**src/epc_pkg.sv**
```systemverilog
// Purpose: Shared constants and types for the nonvolatile program/erase controller.
// Assumes: 8-bit register port, 25 MHz clock, 11-bit array address space.
// Notes: Register offsets are local to this block's register port.
package epc_pkg;

  // ****************************************
  // Register offsets
  // ****************************************
  localparam logic [3:0] OFF_CONTROL = 4'h0;
  localparam logic [3:0] OFF_ARRAY_CONFIG = 4'h1;
  localparam logic [3:0] OFF_DIV_HIGH = 4'h2;
  localparam logic [3:0] OFF_DIV_LOW = 4'h3;
  localparam logic [3:0] OFF_STATUS = 4'h4;
  localparam logic [3:0] OFF_NV_CONFIG = 4'h5;
  localparam logic [3:0] OFF_NV_DIV_HIGH = 4'h6;
  localparam logic [3:0] OFF_NV_DIV_LOW = 4'h7;

  // ****************************************
  // Control register fields
  // ****************************************
  localparam int CTL_HV_BIT = 0;
  localparam int CTL_AUTO_BIT = 1;
  localparam int CTL_LATCH_BIT = 2;
  localparam int CTL_RAS_LO_BIT = 3;
  localparam int CTL_RAS_HI_BIT = 4;
  localparam int CTL_PD_BIT = 5;
  localparam logic [7:0] CONTROL_RESET = 8'h00;
  localparam logic [7:0] DIV_HIGH_MASK = 8'h87;
  localparam int DIV_SEC_BIT = 7;

  // ****************************************
  // Array map
  // ****************************************
  localparam logic [15:0] ARRAY_BASE = 16'h0600;
  localparam logic [15:0] ARRAY_LAST = 16'h07ff;
  localparam logic [15:0] SECURE_LO = 16'h06f0;
  localparam logic [15:0] SECURE_HI = 16'h06ff;
  localparam logic [7:0] ERASED_BYTE = 8'hff;
  localparam logic [7:0] NV_CONFIG_FACTORY = 8'hf0;

  // ****************************************
  // Timing
  // ****************************************
  localparam int CLOCK_HZ = 25000000;
  localparam int TICK_US = 35;
  localparam int TICK_CYCLES_DEFAULT = (CLOCK_HZ / 1000 * TICK_US + 500) / 1000;
  localparam logic [10:0] DIV_RESET = 11'(TICK_CYCLES_DEFAULT);
  localparam logic [11:0] TICKS_PROGRAM = 12'h0fe;
  localparam logic [11:0] TICKS_BYTE_ERASE = 12'h0fe;
  localparam logic [11:0] TICKS_BLOCK_ERASE = 12'h0fe;
  localparam logic [11:0] TICKS_BULK_ERASE = 12'h0fe;

  // ****************************************
  // Types
  // ****************************************
  typedef enum logic [1:0] {
    EPC_BYTE_PROGRAM = 2'b00,
    EPC_BYTE_ERASE = 2'b01,
    EPC_BLOCK_ERASE = 2'b10,
    EPC_BULK_ERASE = 2'b11
  } epc_mode_t;

  typedef enum logic [1:0] {
    EPC_IDLE = 2'b00,
    EPC_RUN = 2'b01,
    EPC_HOLD = 2'b10
  } epc_state_t;

  typedef struct packed {
    logic wr;
    logic rd;
    logic [15:0] addr;
    logic [7:0] data;
  } epc_bus_t;

  typedef struct packed {
    logic erase;
    logic [1:0] scope;
    logic [15:0] addr;
    logic [7:0] data;
  } epc_cell_t;

endpackage

```
**src/epc_ctrl.sv**
```systemverilog
// Purpose: Program/erase control, protection and timebase of an on-chip byte-erasable array.
// Assumes: Single 25 MHz clock, synchronous active-high reset, stop and wait as inputs.
// Notes: The array cells themselves sit outside; this block drives their strobes.
// Operation
// - Power-down bit switches array off; reads undefined; reset clears it.
// - Protect and two select bits choose program, byte, block, bulk or nothing.
// - Latch bit captures array writes; cannot clear while high voltage set.
// - Auto bit lets the timer clear high voltage at cycle end.
// - High voltage applied only with latch set and valid write captured.
// - Clearing latch and high voltage together clears only high voltage.
// - Array config loads from shadow byte at reset; protect fields read-only.
// - Spare control bit 7 and config bits 7:5 store writes and do nothing; control bit 6 is not stored.
// - Security is active low and once enabled stays enabled.
// - Four protect bits each guard one 128-byte block.
// - Secured array allows byte program/erase only; 0x06F0-0x06FF fully locked.
// - Config shadow byte is programmed and erased like array bytes.
// - Reference divided by 11-bit value gives the 35 us timer tick.
// - Divider registers load from their shadow bytes at reset.
// - Divider always readable; writable only with latch clear and lock off.
// - Divider lock freezes divider registers and guards their shadow bytes.
// - Shadow lock bit programmed zero makes divider lock permanent.
// - Wait mode leaves a running cycle untouched.
// - Stop during cycle removes voltage; cycle restarts after stop, access blocked.
// - Stop with latch and voltage clear aborts at once.
// - High voltage cannot be set without latch and a valid captured address.
// - Later valid writes replace capture; reads return latched data, capture address.
//
// The register addresses and strobed register access were left to the implementer.
`timescale 1ns/10ps

module epc_ctrl #(
  parameter int ADDR_W = 16,
  parameter int DIV_W = 11
) (
  // Clock, reset and enable.
  input wire logic clock,
  input wire logic rst,
  input wire logic clk_en,
  // Register port.
  input wire logic [3:0] reg_addr,
  input wire logic [7:0] reg_wdata,
  input wire logic reg_wr,
  input wire logic reg_rd,
  output logic [7:0] reg_rdata,
  // Processor access to the array window.
  input wire epc_pkg::epc_bus_t cpu_bus,
  output logic [7:0] array_rdata,
  output logic array_busy,
  // Array cell side.
  input wire logic [7:0] cell_rdata,
  output logic array_power_down,
  output logic charge_pump_on,
  output epc_pkg::epc_cell_t cell_op,
  // Reference clock tick enable and low-power modes.
  input wire logic ref_tick,
  input wire logic stop_mode,
  input wire logic wait_mode
);

  // ****************************************
  // Registers
  // ****************************************
  logic [7:0] control_r;
  logic [7:0] array_config_r;
  logic [7:0] div_high_r;
  logic [7:0] div_low_r;
  // Shadow bytes leave the factory with an open array and the nominal divider.
  logic [7:0] nv_config_r = epc_pkg::NV_CONFIG_FACTORY;
  logic [7:0] nv_div_high_r = {1'b1, 4'h0, epc_pkg::DIV_RESET[10:8]};
  logic [7:0] nv_div_low_r = epc_pkg::DIV_RESET[7:0];
  logic [ADDR_W-1:0] cap_addr_r;
  logic [7:0] cap_data_r;
  logic cap_valid_r;
  logic [DIV_W-1:0] pre_cnt_r;
  logic tick_r;
  logic [11:0] tick_cnt_r;
  logic done_r;
  logic loaded_r;
  epc_pkg::epc_state_t state_r;

  logic hv_en;
  logic latch_en;
  logic auto_en;
  epc_pkg::epc_mode_t mode;
  logic secure;
  logic div_lock;
  logic wr_ctl;
  logic in_array;
  logic [1:0] blk;
  logic blocked;
  logic allowed;
  logic [11:0] limit;
  logic nv_target;
  logic window;
  logic erase_op;
  logic job_end_r;
  logic ran_out_r;

  assign hv_en = control_r[epc_pkg::CTL_HV_BIT];
  assign latch_en = control_r[epc_pkg::CTL_LATCH_BIT];
  assign auto_en = control_r[epc_pkg::CTL_AUTO_BIT];
  assign mode = epc_pkg::epc_mode_t'({control_r[epc_pkg::CTL_RAS_HI_BIT],
                                      control_r[epc_pkg::CTL_RAS_LO_BIT]});
  assign secure = ~array_config_r[4];
  assign div_lock = ~div_high_r[epc_pkg::DIV_SEC_BIT];
  assign wr_ctl = reg_wr && (reg_addr == epc_pkg::OFF_CONTROL);

  // Address decode for the array window and its 128-byte blocks.
  assign in_array = (cpu_bus.addr >= epc_pkg::ARRAY_BASE) && (cpu_bus.addr <= epc_pkg::ARRAY_LAST);
  assign blk = cpu_bus.addr[8:7];
  // The shadow bytes answer in the register page, right above the status word.
  assign nv_target = (cpu_bus.addr[15:4] == 12'h000) &&
                     (cpu_bus.addr[3:0] >= epc_pkg::OFF_NV_CONFIG) &&
                     (cpu_bus.addr[3:0] <= epc_pkg::OFF_NV_DIV_LOW);
  assign window = in_array || nv_target;
  assign erase_op = (mode != epc_pkg::EPC_BYTE_PROGRAM);

  // Protection check of a candidate capture address.
  always_comb begin
    blocked = array_config_r[blk];
    if (secure) begin
      if ((cpu_bus.addr >= epc_pkg::SECURE_LO) && (cpu_bus.addr <= epc_pkg::SECURE_HI)) begin
        blocked = 1'b1;
      end
      if ((mode == epc_pkg::EPC_BLOCK_ERASE) || (mode == epc_pkg::EPC_BULK_ERASE)) begin
        blocked = 1'b1;
      end
    end
    if ((mode == epc_pkg::EPC_BULK_ERASE) && (array_config_r[3:0] != 4'h0)) begin
      blocked = 1'b1;
    end
    // Shadow bytes ignore the block bits and follow their own locks instead.
    if (nv_target) begin
      blocked = 1'b0;
      if ((cpu_bus.addr[3:0] != epc_pkg::OFF_NV_CONFIG) && div_lock) begin
        blocked = 1'b1;
      end
      // Erasing the config shadow would lift security, so it is refused once set.
      if ((cpu_bus.addr[3:0] == epc_pkg::OFF_NV_CONFIG) && secure && erase_op) begin
        blocked = 1'b1;
      end
    end
    allowed = window && !blocked;
  end

  // Cycle length by mode.
  // All four limits sit below the specified times, so the timer always ends first.
  always_comb begin
    case (mode)
      epc_pkg::EPC_BYTE_PROGRAM: limit = epc_pkg::TICKS_PROGRAM;
      epc_pkg::EPC_BYTE_ERASE: limit = epc_pkg::TICKS_BYTE_ERASE;
      epc_pkg::EPC_BLOCK_ERASE: limit = epc_pkg::TICKS_BLOCK_ERASE;
      default: limit = epc_pkg::TICKS_BULK_ERASE;
    endcase
  end

  // ****************************************
  // Control register
  // ****************************************
  // Latch and enable interlock here; hardware may only ever clear the enable.
  always_ff @(posedge clock) begin
    if (rst) begin
      control_r <= epc_pkg::CONTROL_RESET;
    end else if (clk_en) begin
      if (wr_ctl) begin
        control_r[7] <= reg_wdata[7];
        control_r[epc_pkg::CTL_PD_BIT] <= reg_wdata[epc_pkg::CTL_PD_BIT];
        control_r[epc_pkg::CTL_RAS_HI_BIT] <= reg_wdata[epc_pkg::CTL_RAS_HI_BIT];
        control_r[epc_pkg::CTL_RAS_LO_BIT] <= reg_wdata[epc_pkg::CTL_RAS_LO_BIT];
        control_r[epc_pkg::CTL_AUTO_BIT] <= reg_wdata[epc_pkg::CTL_AUTO_BIT];
        if (reg_wdata[epc_pkg::CTL_LATCH_BIT] || !hv_en) begin
          control_r[epc_pkg::CTL_LATCH_BIT] <= reg_wdata[epc_pkg::CTL_LATCH_BIT];
        end
        if (!reg_wdata[epc_pkg::CTL_HV_BIT]) begin
          control_r[epc_pkg::CTL_HV_BIT] <= 1'b0;
        end else if (latch_en && cap_valid_r) begin
          control_r[epc_pkg::CTL_HV_BIT] <= 1'b1;
        end
      end
      // A timer end with auto set that meets a control write in one cycle still clears the enable.
      if (done_r && auto_en) begin
        control_r[epc_pkg::CTL_HV_BIT] <= 1'b0;
      end
    end
  end

  // ****************************************
  // Capture of address and data
  // ****************************************
  // A refused write still moves the address, but it never raises the valid flag.
  always_ff @(posedge clock) begin
    if (rst) begin
      cap_addr_r <= '0;
      cap_data_r <= epc_pkg::ERASED_BYTE;
      cap_valid_r <= 1'b0;
    end else if (clk_en) begin
      if (!latch_en) begin
        cap_valid_r <= 1'b0;
      end else if (!hv_en && cpu_bus.wr && window) begin
        cap_addr_r <= cpu_bus.addr;
        cap_data_r <= cpu_bus.data;
        cap_valid_r <= allowed;
      end else if (!hv_en && cpu_bus.rd && window) begin
        cap_addr_r <= cpu_bus.addr;
      end
    end
  end

  // ****************************************
  // Shadow copies and configuration
  // ****************************************
  // The first enabled edge after reset copies the shadows into the live registers.
  always_ff @(posedge clock) begin
    if (rst) begin
      loaded_r <= 1'b0;
      array_config_r <= epc_pkg::NV_CONFIG_FACTORY;
      div_high_r <= 8'h80;
      div_low_r <= 8'h00;
    end else if (clk_en) begin
      if (!loaded_r) begin
        loaded_r <= 1'b1;
        array_config_r <= nv_config_r;
        div_high_r <= nv_div_high_r & epc_pkg::DIV_HIGH_MASK;
        div_low_r <= nv_div_low_r;
      end else if (reg_wr) begin
        if (reg_addr == epc_pkg::OFF_ARRAY_CONFIG) begin
          array_config_r[7:5] <= reg_wdata[7:5];
        end
        if (!latch_en && !div_lock) begin
          if (reg_addr == epc_pkg::OFF_DIV_HIGH) begin
            div_high_r <= reg_wdata & epc_pkg::DIV_HIGH_MASK;
          end
          if (reg_addr == epc_pkg::OFF_DIV_LOW) begin
            div_low_r <= reg_wdata;
          end
        end
      end
    end
  end

  // Shadow bytes model the nonvolatile cells; they keep their value over reset.
  // A commit waits for the end of a job, so a cycle aborted by stop leaves them alone.
  always_ff @(posedge clock) begin
    if (clk_en && job_end_r && cap_valid_r && (cap_addr_r[15:4] == 12'h000)) begin
      case (cap_addr_r[3:0])
        epc_pkg::OFF_NV_CONFIG: nv_config_r <= erase_op ? epc_pkg::ERASED_BYTE :
                                                nv_config_r & cap_data_r;
        epc_pkg::OFF_NV_DIV_HIGH: if (!div_lock) begin
          nv_div_high_r <= erase_op ? epc_pkg::ERASED_BYTE : nv_div_high_r & cap_data_r;
        end
        epc_pkg::OFF_NV_DIV_LOW: if (!div_lock) begin
          nv_div_low_r <= erase_op ? epc_pkg::ERASED_BYTE : nv_div_low_r & cap_data_r;
        end
        default: nv_config_r <= nv_config_r;
      endcase
    end
  end

  // ****************************************
  // Timebase divider and cycle timer
  // ****************************************
  // The prescaler keeps running between jobs and pauses only in stop.
  always_ff @(posedge clock) begin
    if (rst) begin
      pre_cnt_r <= '0;
      tick_r <= 1'b0;
    end else if (clk_en) begin
      tick_r <= 1'b0;
      if (ref_tick && !stop_mode) begin
        if (pre_cnt_r + 11'h001 >= {div_high_r[2:0], div_low_r}) begin
          pre_cnt_r <= '0;
          tick_r <= 1'b1;
        end else begin
          pre_cnt_r <= pre_cnt_r + 11'h001;
        end
      end
    end
  end

  // Cycle state machine: runs while high voltage is on, holds during stop.
  // A timer end without auto leaves the enable set; ran_out_r blocks a second run.
  always_ff @(posedge clock) begin
    if (rst) begin
      state_r <= epc_pkg::EPC_IDLE;
      tick_cnt_r <= '0;
      done_r <= 1'b0;
      job_end_r <= 1'b0;
      ran_out_r <= 1'b0;
    end else if (clk_en) begin
      done_r <= 1'b0;
      job_end_r <= 1'b0;
      if (!hv_en) begin
        ran_out_r <= 1'b0;
      end
      case (state_r)
        epc_pkg::EPC_IDLE: begin
          tick_cnt_r <= '0;
          if (hv_en && latch_en && cap_valid_r && !ran_out_r) begin
            state_r <= epc_pkg::EPC_RUN;
          end
        end
        epc_pkg::EPC_RUN: begin
          if (!hv_en) begin
            // Software ended the cycle by hand; entering stop now aborts it unsaved.
            job_end_r <= !stop_mode;
            state_r <= epc_pkg::EPC_IDLE;
          end else if (stop_mode) begin
            state_r <= epc_pkg::EPC_HOLD;
          end else if (tick_r) begin
            if (tick_cnt_r + 12'h001 >= limit) begin
              done_r <= 1'b1;
              job_end_r <= 1'b1;
              ran_out_r <= 1'b1;
              state_r <= epc_pkg::EPC_IDLE;
            end else begin
              tick_cnt_r <= tick_cnt_r + 12'h001;
            end
          end
        end
        epc_pkg::EPC_HOLD: begin
          if (!stop_mode) begin
            tick_cnt_r <= '0;
            state_r <= epc_pkg::EPC_RUN;
          end
        end
        default: state_r <= epc_pkg::EPC_IDLE;
      endcase
    end
  end

  // ****************************************
  // Outputs
  // ****************************************
  always_ff @(posedge clock) begin
    if (rst) begin
      reg_rdata <= 8'h00;
      array_rdata <= 8'h00;
      array_busy <= 1'b0;
      array_power_down <= 1'b0;
      charge_pump_on <= 1'b0;
      cell_op <= '0;
    end else if (clk_en) begin
      array_power_down <= control_r[epc_pkg::CTL_PD_BIT] || stop_mode;
      charge_pump_on <= (state_r == epc_pkg::EPC_RUN) && hv_en && !stop_mode;
      array_busy <= (state_r != epc_pkg::EPC_IDLE);
      cell_op.erase <= mode[0] | mode[1];
      cell_op.scope <= mode;
      cell_op.addr <= cap_addr_r;
      cell_op.data <= cap_data_r;
      array_rdata <= latch_en ? cap_data_r : cell_rdata;
      if (reg_rd) begin
        case (reg_addr)
          epc_pkg::OFF_CONTROL: reg_rdata <= control_r;
          epc_pkg::OFF_ARRAY_CONFIG: reg_rdata <= array_config_r;
          epc_pkg::OFF_DIV_HIGH: reg_rdata <= div_high_r;
          epc_pkg::OFF_DIV_LOW: reg_rdata <= div_low_r;
          // Status also shows wait, which never stalls a running cycle.
          epc_pkg::OFF_STATUS: reg_rdata <= {4'h0, wait_mode, cap_valid_r, state_r};
          epc_pkg::OFF_NV_CONFIG: reg_rdata <= nv_config_r;
          epc_pkg::OFF_NV_DIV_HIGH: reg_rdata <= nv_div_high_r;
          epc_pkg::OFF_NV_DIV_LOW: reg_rdata <= nv_div_low_r;
          default: reg_rdata <= 8'h00;
        endcase
      end else begin
        reg_rdata <= 8'h00;
      end
    end
  end

endmodule

```
**config.mk**
```make
export PLATFORM = sky130hd
export DESIGN_NAME = epc_ctrl
export DESIGN_NICKNAME = d
export VERILOG_FILES = /design/src/epc_pkg.sv /design/src/epc_ctrl.sv
export SDC_FILE = /design/constraint.sdc
export NUM_CORES = 1
export LEC_CHECK = 0
export ABC_AREA = 1
export BUFFER_PORTS_ARGS = -buffer_cell sky130_fd_sc_hd__buf_2
export CAP_MARGIN = 10
export CORE_MARGIN = 2
export CORE_UTILIZATION = 43
export CTS_CLUSTER_DIAMETER = 150
export DETAILED_ROUTE_END_ITERATION = 10
export GPL_ROUTABILITY_DRIVEN = 0
export PLACE_DENSITY = 0.71
export REMOVE_ABC_BUFFERS = 1
export SLEW_MARGIN = 0
export SYNTH_ARGS = -nofsm -noshare
export SYNTH_HDL_FRONTEND = slang
export SYNTH_SLANG_ARGS = --single-unit
export TNS_END_PERCENT = 10
```
**constraint.sdc**
```tcl
create_clock -name clock -period 3.2 [get_ports clock]
set_input_delay 0.16 -clock clock [delete_from_list [all_inputs] [get_ports clock]]
set_output_delay 0.16 -clock clock [all_outputs]
set_load 0.01 [all_outputs]
```
==> impl_metrics.csv <==
group,metric,value,unit
run_status,status,"completed",
yosys,synthesis.instances,958,
critical_path,required,3550,ps
final_layout,seq_area,3280,µm²
detailed_routing,first_iter_violations,469,
global_routing,grt_start_max_net_pins,58,
yosys,yosys_warnings,0,
critical_path,worstPathArrival,3190,ps
timing,slew_viol_final,0,
final_layout,fin_util,51.9,%
yosys,yosys_register_bits,152,
timing,period_share,88.7,%
pwr,pwr_density_cell,527,nW/µm²
timing,fin_ws,360,ps
pwr,ir_worst_vdd,0.371,mV
final_layout,multiInputGateArea,3260,µm²
detailed_routing,wl_per_cell,14.4,µm
global_routing,grt_pass1_vias,6111,
min_path,whs_path_depth,3,
detailed_routing,via_per_inst,5.17,
yosys,syn_avg_cell_area,7.47,µm²
timing,final.setup.tns,0,ps
floorplan,start_util,43.6,%
timing,finalClockSkew,8.77,ps
yosys,synth.area.mux_share,0,%
critical_path,ff2ff_path_depth,13,
timing,period_minus_slack,2840,ps
yosys,synth_cell_type_count,43,
clock_network,clockRootBuffer,"clkbuf_16",
final_layout,drive_gt1_share,15.1,%
global_routing,grt.total_usage,21.4,%
critical_path,crit_path_cell_trace,"ha_1 > nand3_1 > nor2_1 > xor2_1 > inv_1 > ha_1 > a21oi_1 > nor2_1 > a211oi_1 > nand3_1 > o21ai_0 > nand2_2 > a21oi_1",
timing,worst_pin_slew,685,ps
floorplan,die_w,133,µm
detailed_routing,routed_wl,18600,µm
floorplan,dieArea,17700,µm²
min_path,holdCritPathClass,"in -> reg",
critical_path,crit_family,"compound AO/OA/AOI/OAI gates",
clock_network,cts_buffers,17,
detailed_routing,firstDrtPassIters,5,
placed_design,pre_cts_ws,351,ps
critical_path,crit_type,"reg -> reg",
yosys,synthesis.area,7160,µm²
min_path,hold_start,"reg_wdata[3]",
detailed_routing,ant_nets,0,
clock_network,cts_buffer_depth,2,
global_routing,grt_overflow,0,
global_routing,grt_pass1_wl,30200,µm
detailed_routing,via_count,6672,
timing,clock.fmax,352,MHz
yosys,synthAdderAreaFrac,2.45,%
critical_path,r2r_end,"pre_cnt_r[4]",
floorplan,core,16400,µm²
final_layout,area_growth,19.0,%
yosys,synthSimpleGateAreaFrac,22.3,%
pwr,p_leak,3.81,nW
critical_path,worstSetupEndpointType,"flop",
final_layout,nFillCells,1597,
detailed_routing,post-route-drc-count,0,
clock_network,cts_tree,"yes",
clock_network,clkLatencyLatePin,430,ps
clock_network,htreeDepth,4,
timing,slew_headroom,53.8,%
global_routing,antenna_found_initial,0,
critical_path,cp_max_fo,11,
critical_path,timing.rr.start,"pre_cnt_r[0]",
timing,hold_violations,0,
final_layout,num_antenna_cells,0,
critical_path,critPathLaunchType,"flop",
yosys,synth_top_family_by_area,"simple AND/OR/NAND/NOR gates",
timing,rsz0062_at_grt,"false",
placed_design,io_buffers,99,
critical_path,slowest_delay,460,ps
timing,finalSetupViolCount,0,
clock_network,clkTransAtPathRegs,60,ps
critical_path,regToRegSetupSlack,360,ps
yosys,yosysSeqAreaShare,45.9,%
min_path,min_to,"div_low_r[3]",
placed_design,hpwl,13600,µm
floorplan,ios,100,
critical_path,critPathSlowestCell,"dfxtp_1",
yosys,synth_xor_area_share,1.10,%
job,cap_violations,0,
clock_network,clock_sinks,152,
floorplan,rows,47,
final_layout,fin_nets,1126,
critical_path,critPathBufInv,1,
floorplan,chipHeight,133,µm
yosys,synth-compound-area-share,19.7,%
-- per-layer routing --
metal	vias to the layer above	GRT usage (%)	routed length [µm]
li1	3399	-	-
met1	3057	28.0	8640
met2	177	34.3	8550
met3	39	4.71	908
met4	0	8.96	539
met5	-	0	0
-- worst max path at each step --
stage                      start            to  slack (ps)  cells past startpoint
finish              pre_cnt_r[0]  pre_cnt_r[4]         360                     13
floorplan           pre_cnt_r[0]  pre_cnt_r[1]         770                     13
global route        pre_cnt_r[0]  pre_cnt_r[4]          40                     13
detailed placement  pre_cnt_r[0]  pre_cnt_r[4]         350                     13
CTS                 pre_cnt_r[0]  pre_cnt_r[4]         290                     13
global placement    pre_cnt_r[0]  pre_cnt_r[3]         480                     13
-- metrics by stage --
stage	hold slack (ps)	area, µm²	cells	total power (W)
3_3_place_gp	378	7850	1251	0.00252
4_1_cts	0.904	8520	1291	0.00450
2_1_floorplan	229	7010	922	0.00235
3_5_place_dp	383	7850	1251	0.00252
5_1_grt	5.47	8520	1291	0.00466
6_report	9.58	8520	1291	0.00449
-- flip-flops by register name (all words and copies together), names as in the netlist, 2 cells and up --
name	cells
state_r	2
reg_rdata	8
array_rdata	8
div_low_r	8
pre_cnt_r	11
cap_addr_r	16
nv_div_low_r	8
div_high_r	4
cap_data_r	8
control_r	7
cell_op	27
array_config_r	8
nv_div_high_r	8
nv_config_r	8
tick_cnt_r	12
-- worst register-to-register path, cell delays in order, from the launching register on --
cell	delay (ps)
dfxtp_1	460
ha_1	300
nand3_1	120
nor2_1	130
xor2_1	150
inv_1	80
ha_1	310
a21oi_1	150
nor2_1	50
a211oi_1	170
nand3_1	90
o21ai_0	310
nand2_2	230
a21oi_1	200
-- what timing repair did --
item | CTS | global route
gates resized for setup | 0 | 1
hold buffers | 8 | 0
setup buffers | 0 | 0
endpoints found under the hold margin | 8 | 0
setup endpoints to repair | 0 | 9
-- cells in the final DEF (no fill, tap or decap), drive strengths merged, types with 2 or more instances in the layout --
cell / count
a211oi: 3
o221ai: 3
a21boi: 2
nor3: 13
o22ai: 10
nand3: 48
edfxtp: 24
o21bai: 2
o21ai: 113
dfxtp: 128
nor4: 7
buf: 109
bufinv: 2
a21oi: 93
o211ai: 17
nand4: 8
o31ai: 2
o2111ai: 5
a31oi: 3
inv: 121
dlygate4sd3: 8
clkbuf: 22
clkinv: 8
xor2: 9
nor2: 97
nand2: 189
clkinvlp: 2
ha: 14
or2: 2
-- kinds of logic (layout without fill, tap and decap cells) --
| group | Yosys count | in the layout |
|---|---|---|
| compound gates | 255 | 255 |
| xor+xnor | 9 | 9 |
| fa+ha+maj | 14 | 14 |
| buf+inv | 159 | 272 |
| flops | 152 | 152 |
| simple gates | 369 | 369 |
-- synthesized netlist by cell type --
library cell	instances	area share [%]
nand2_1	188	9.9
dfxtp_1	128	36
inv_1	120	6.3
o21ai_0	113	7.9
a21oi_1	92	6.4
nor2_1	82	4.3
nand3_1	47	3.3
clkbuf_1	30	1.6
edfxtp_1	24	10
o211ai_1	17	1.8
ha_1	14	2.4
nor3_1	13	0.91
nor2_2	12	1.0
o22ai_1	10	0.87
xor2_1	9	1.1
nand4_1	8	0.70
nor4_1	6	0.52
o2111ai_1	5	0.61
a211oi_1	3	0.31
a31oi_1	3	0.26
buf_2	3	0.21
nor2_4	3	0.47
o221ai_1	3	0.37
buf_4	2	0.21
clkinv_1	2	0.10
o21bai_1	2	0.21
o31ai_1	2	0.21
or2_2	2	0.17
a21boi_0	1	0.10
a21boi_4	1	0.26
a21oi_2	1	0.12
and3b_1	1	0.12
buf_6	1	0.16
inv_2	1	0.052
nand2_2	1	0.087
nand2b_1	1	0.087
nand3_4	1	0.24
nand3b_1	1	0.10
nor3b_1	1	0.10
nor4_2	1	0.17
nor4b_1	1	0.12
o211a_1	1	0.14
o21a_1	1	0.10
-- where the power goes --
group          internal, W  switching, W  total, W
Clock              0.00120      0.000795   0.00199
Sequential         0.00200     0.0000486   0.00205
Combinational     0.000162      0.000281  0.000443
Total              0.00336       0.00112   0.00449
-- layout make-up --
type | instances | area share [%]
timing repair buffer | 117 | 7.64
clock inverter | 10 | 1.41
inverter | 123 | 5.42
tap | 220 | 3.23
clock buffer | 22 | 5.46
multi-input combinational | 647 | 38.3
sequential | 152 | 38.5
(Power assumes the default switching activity.)
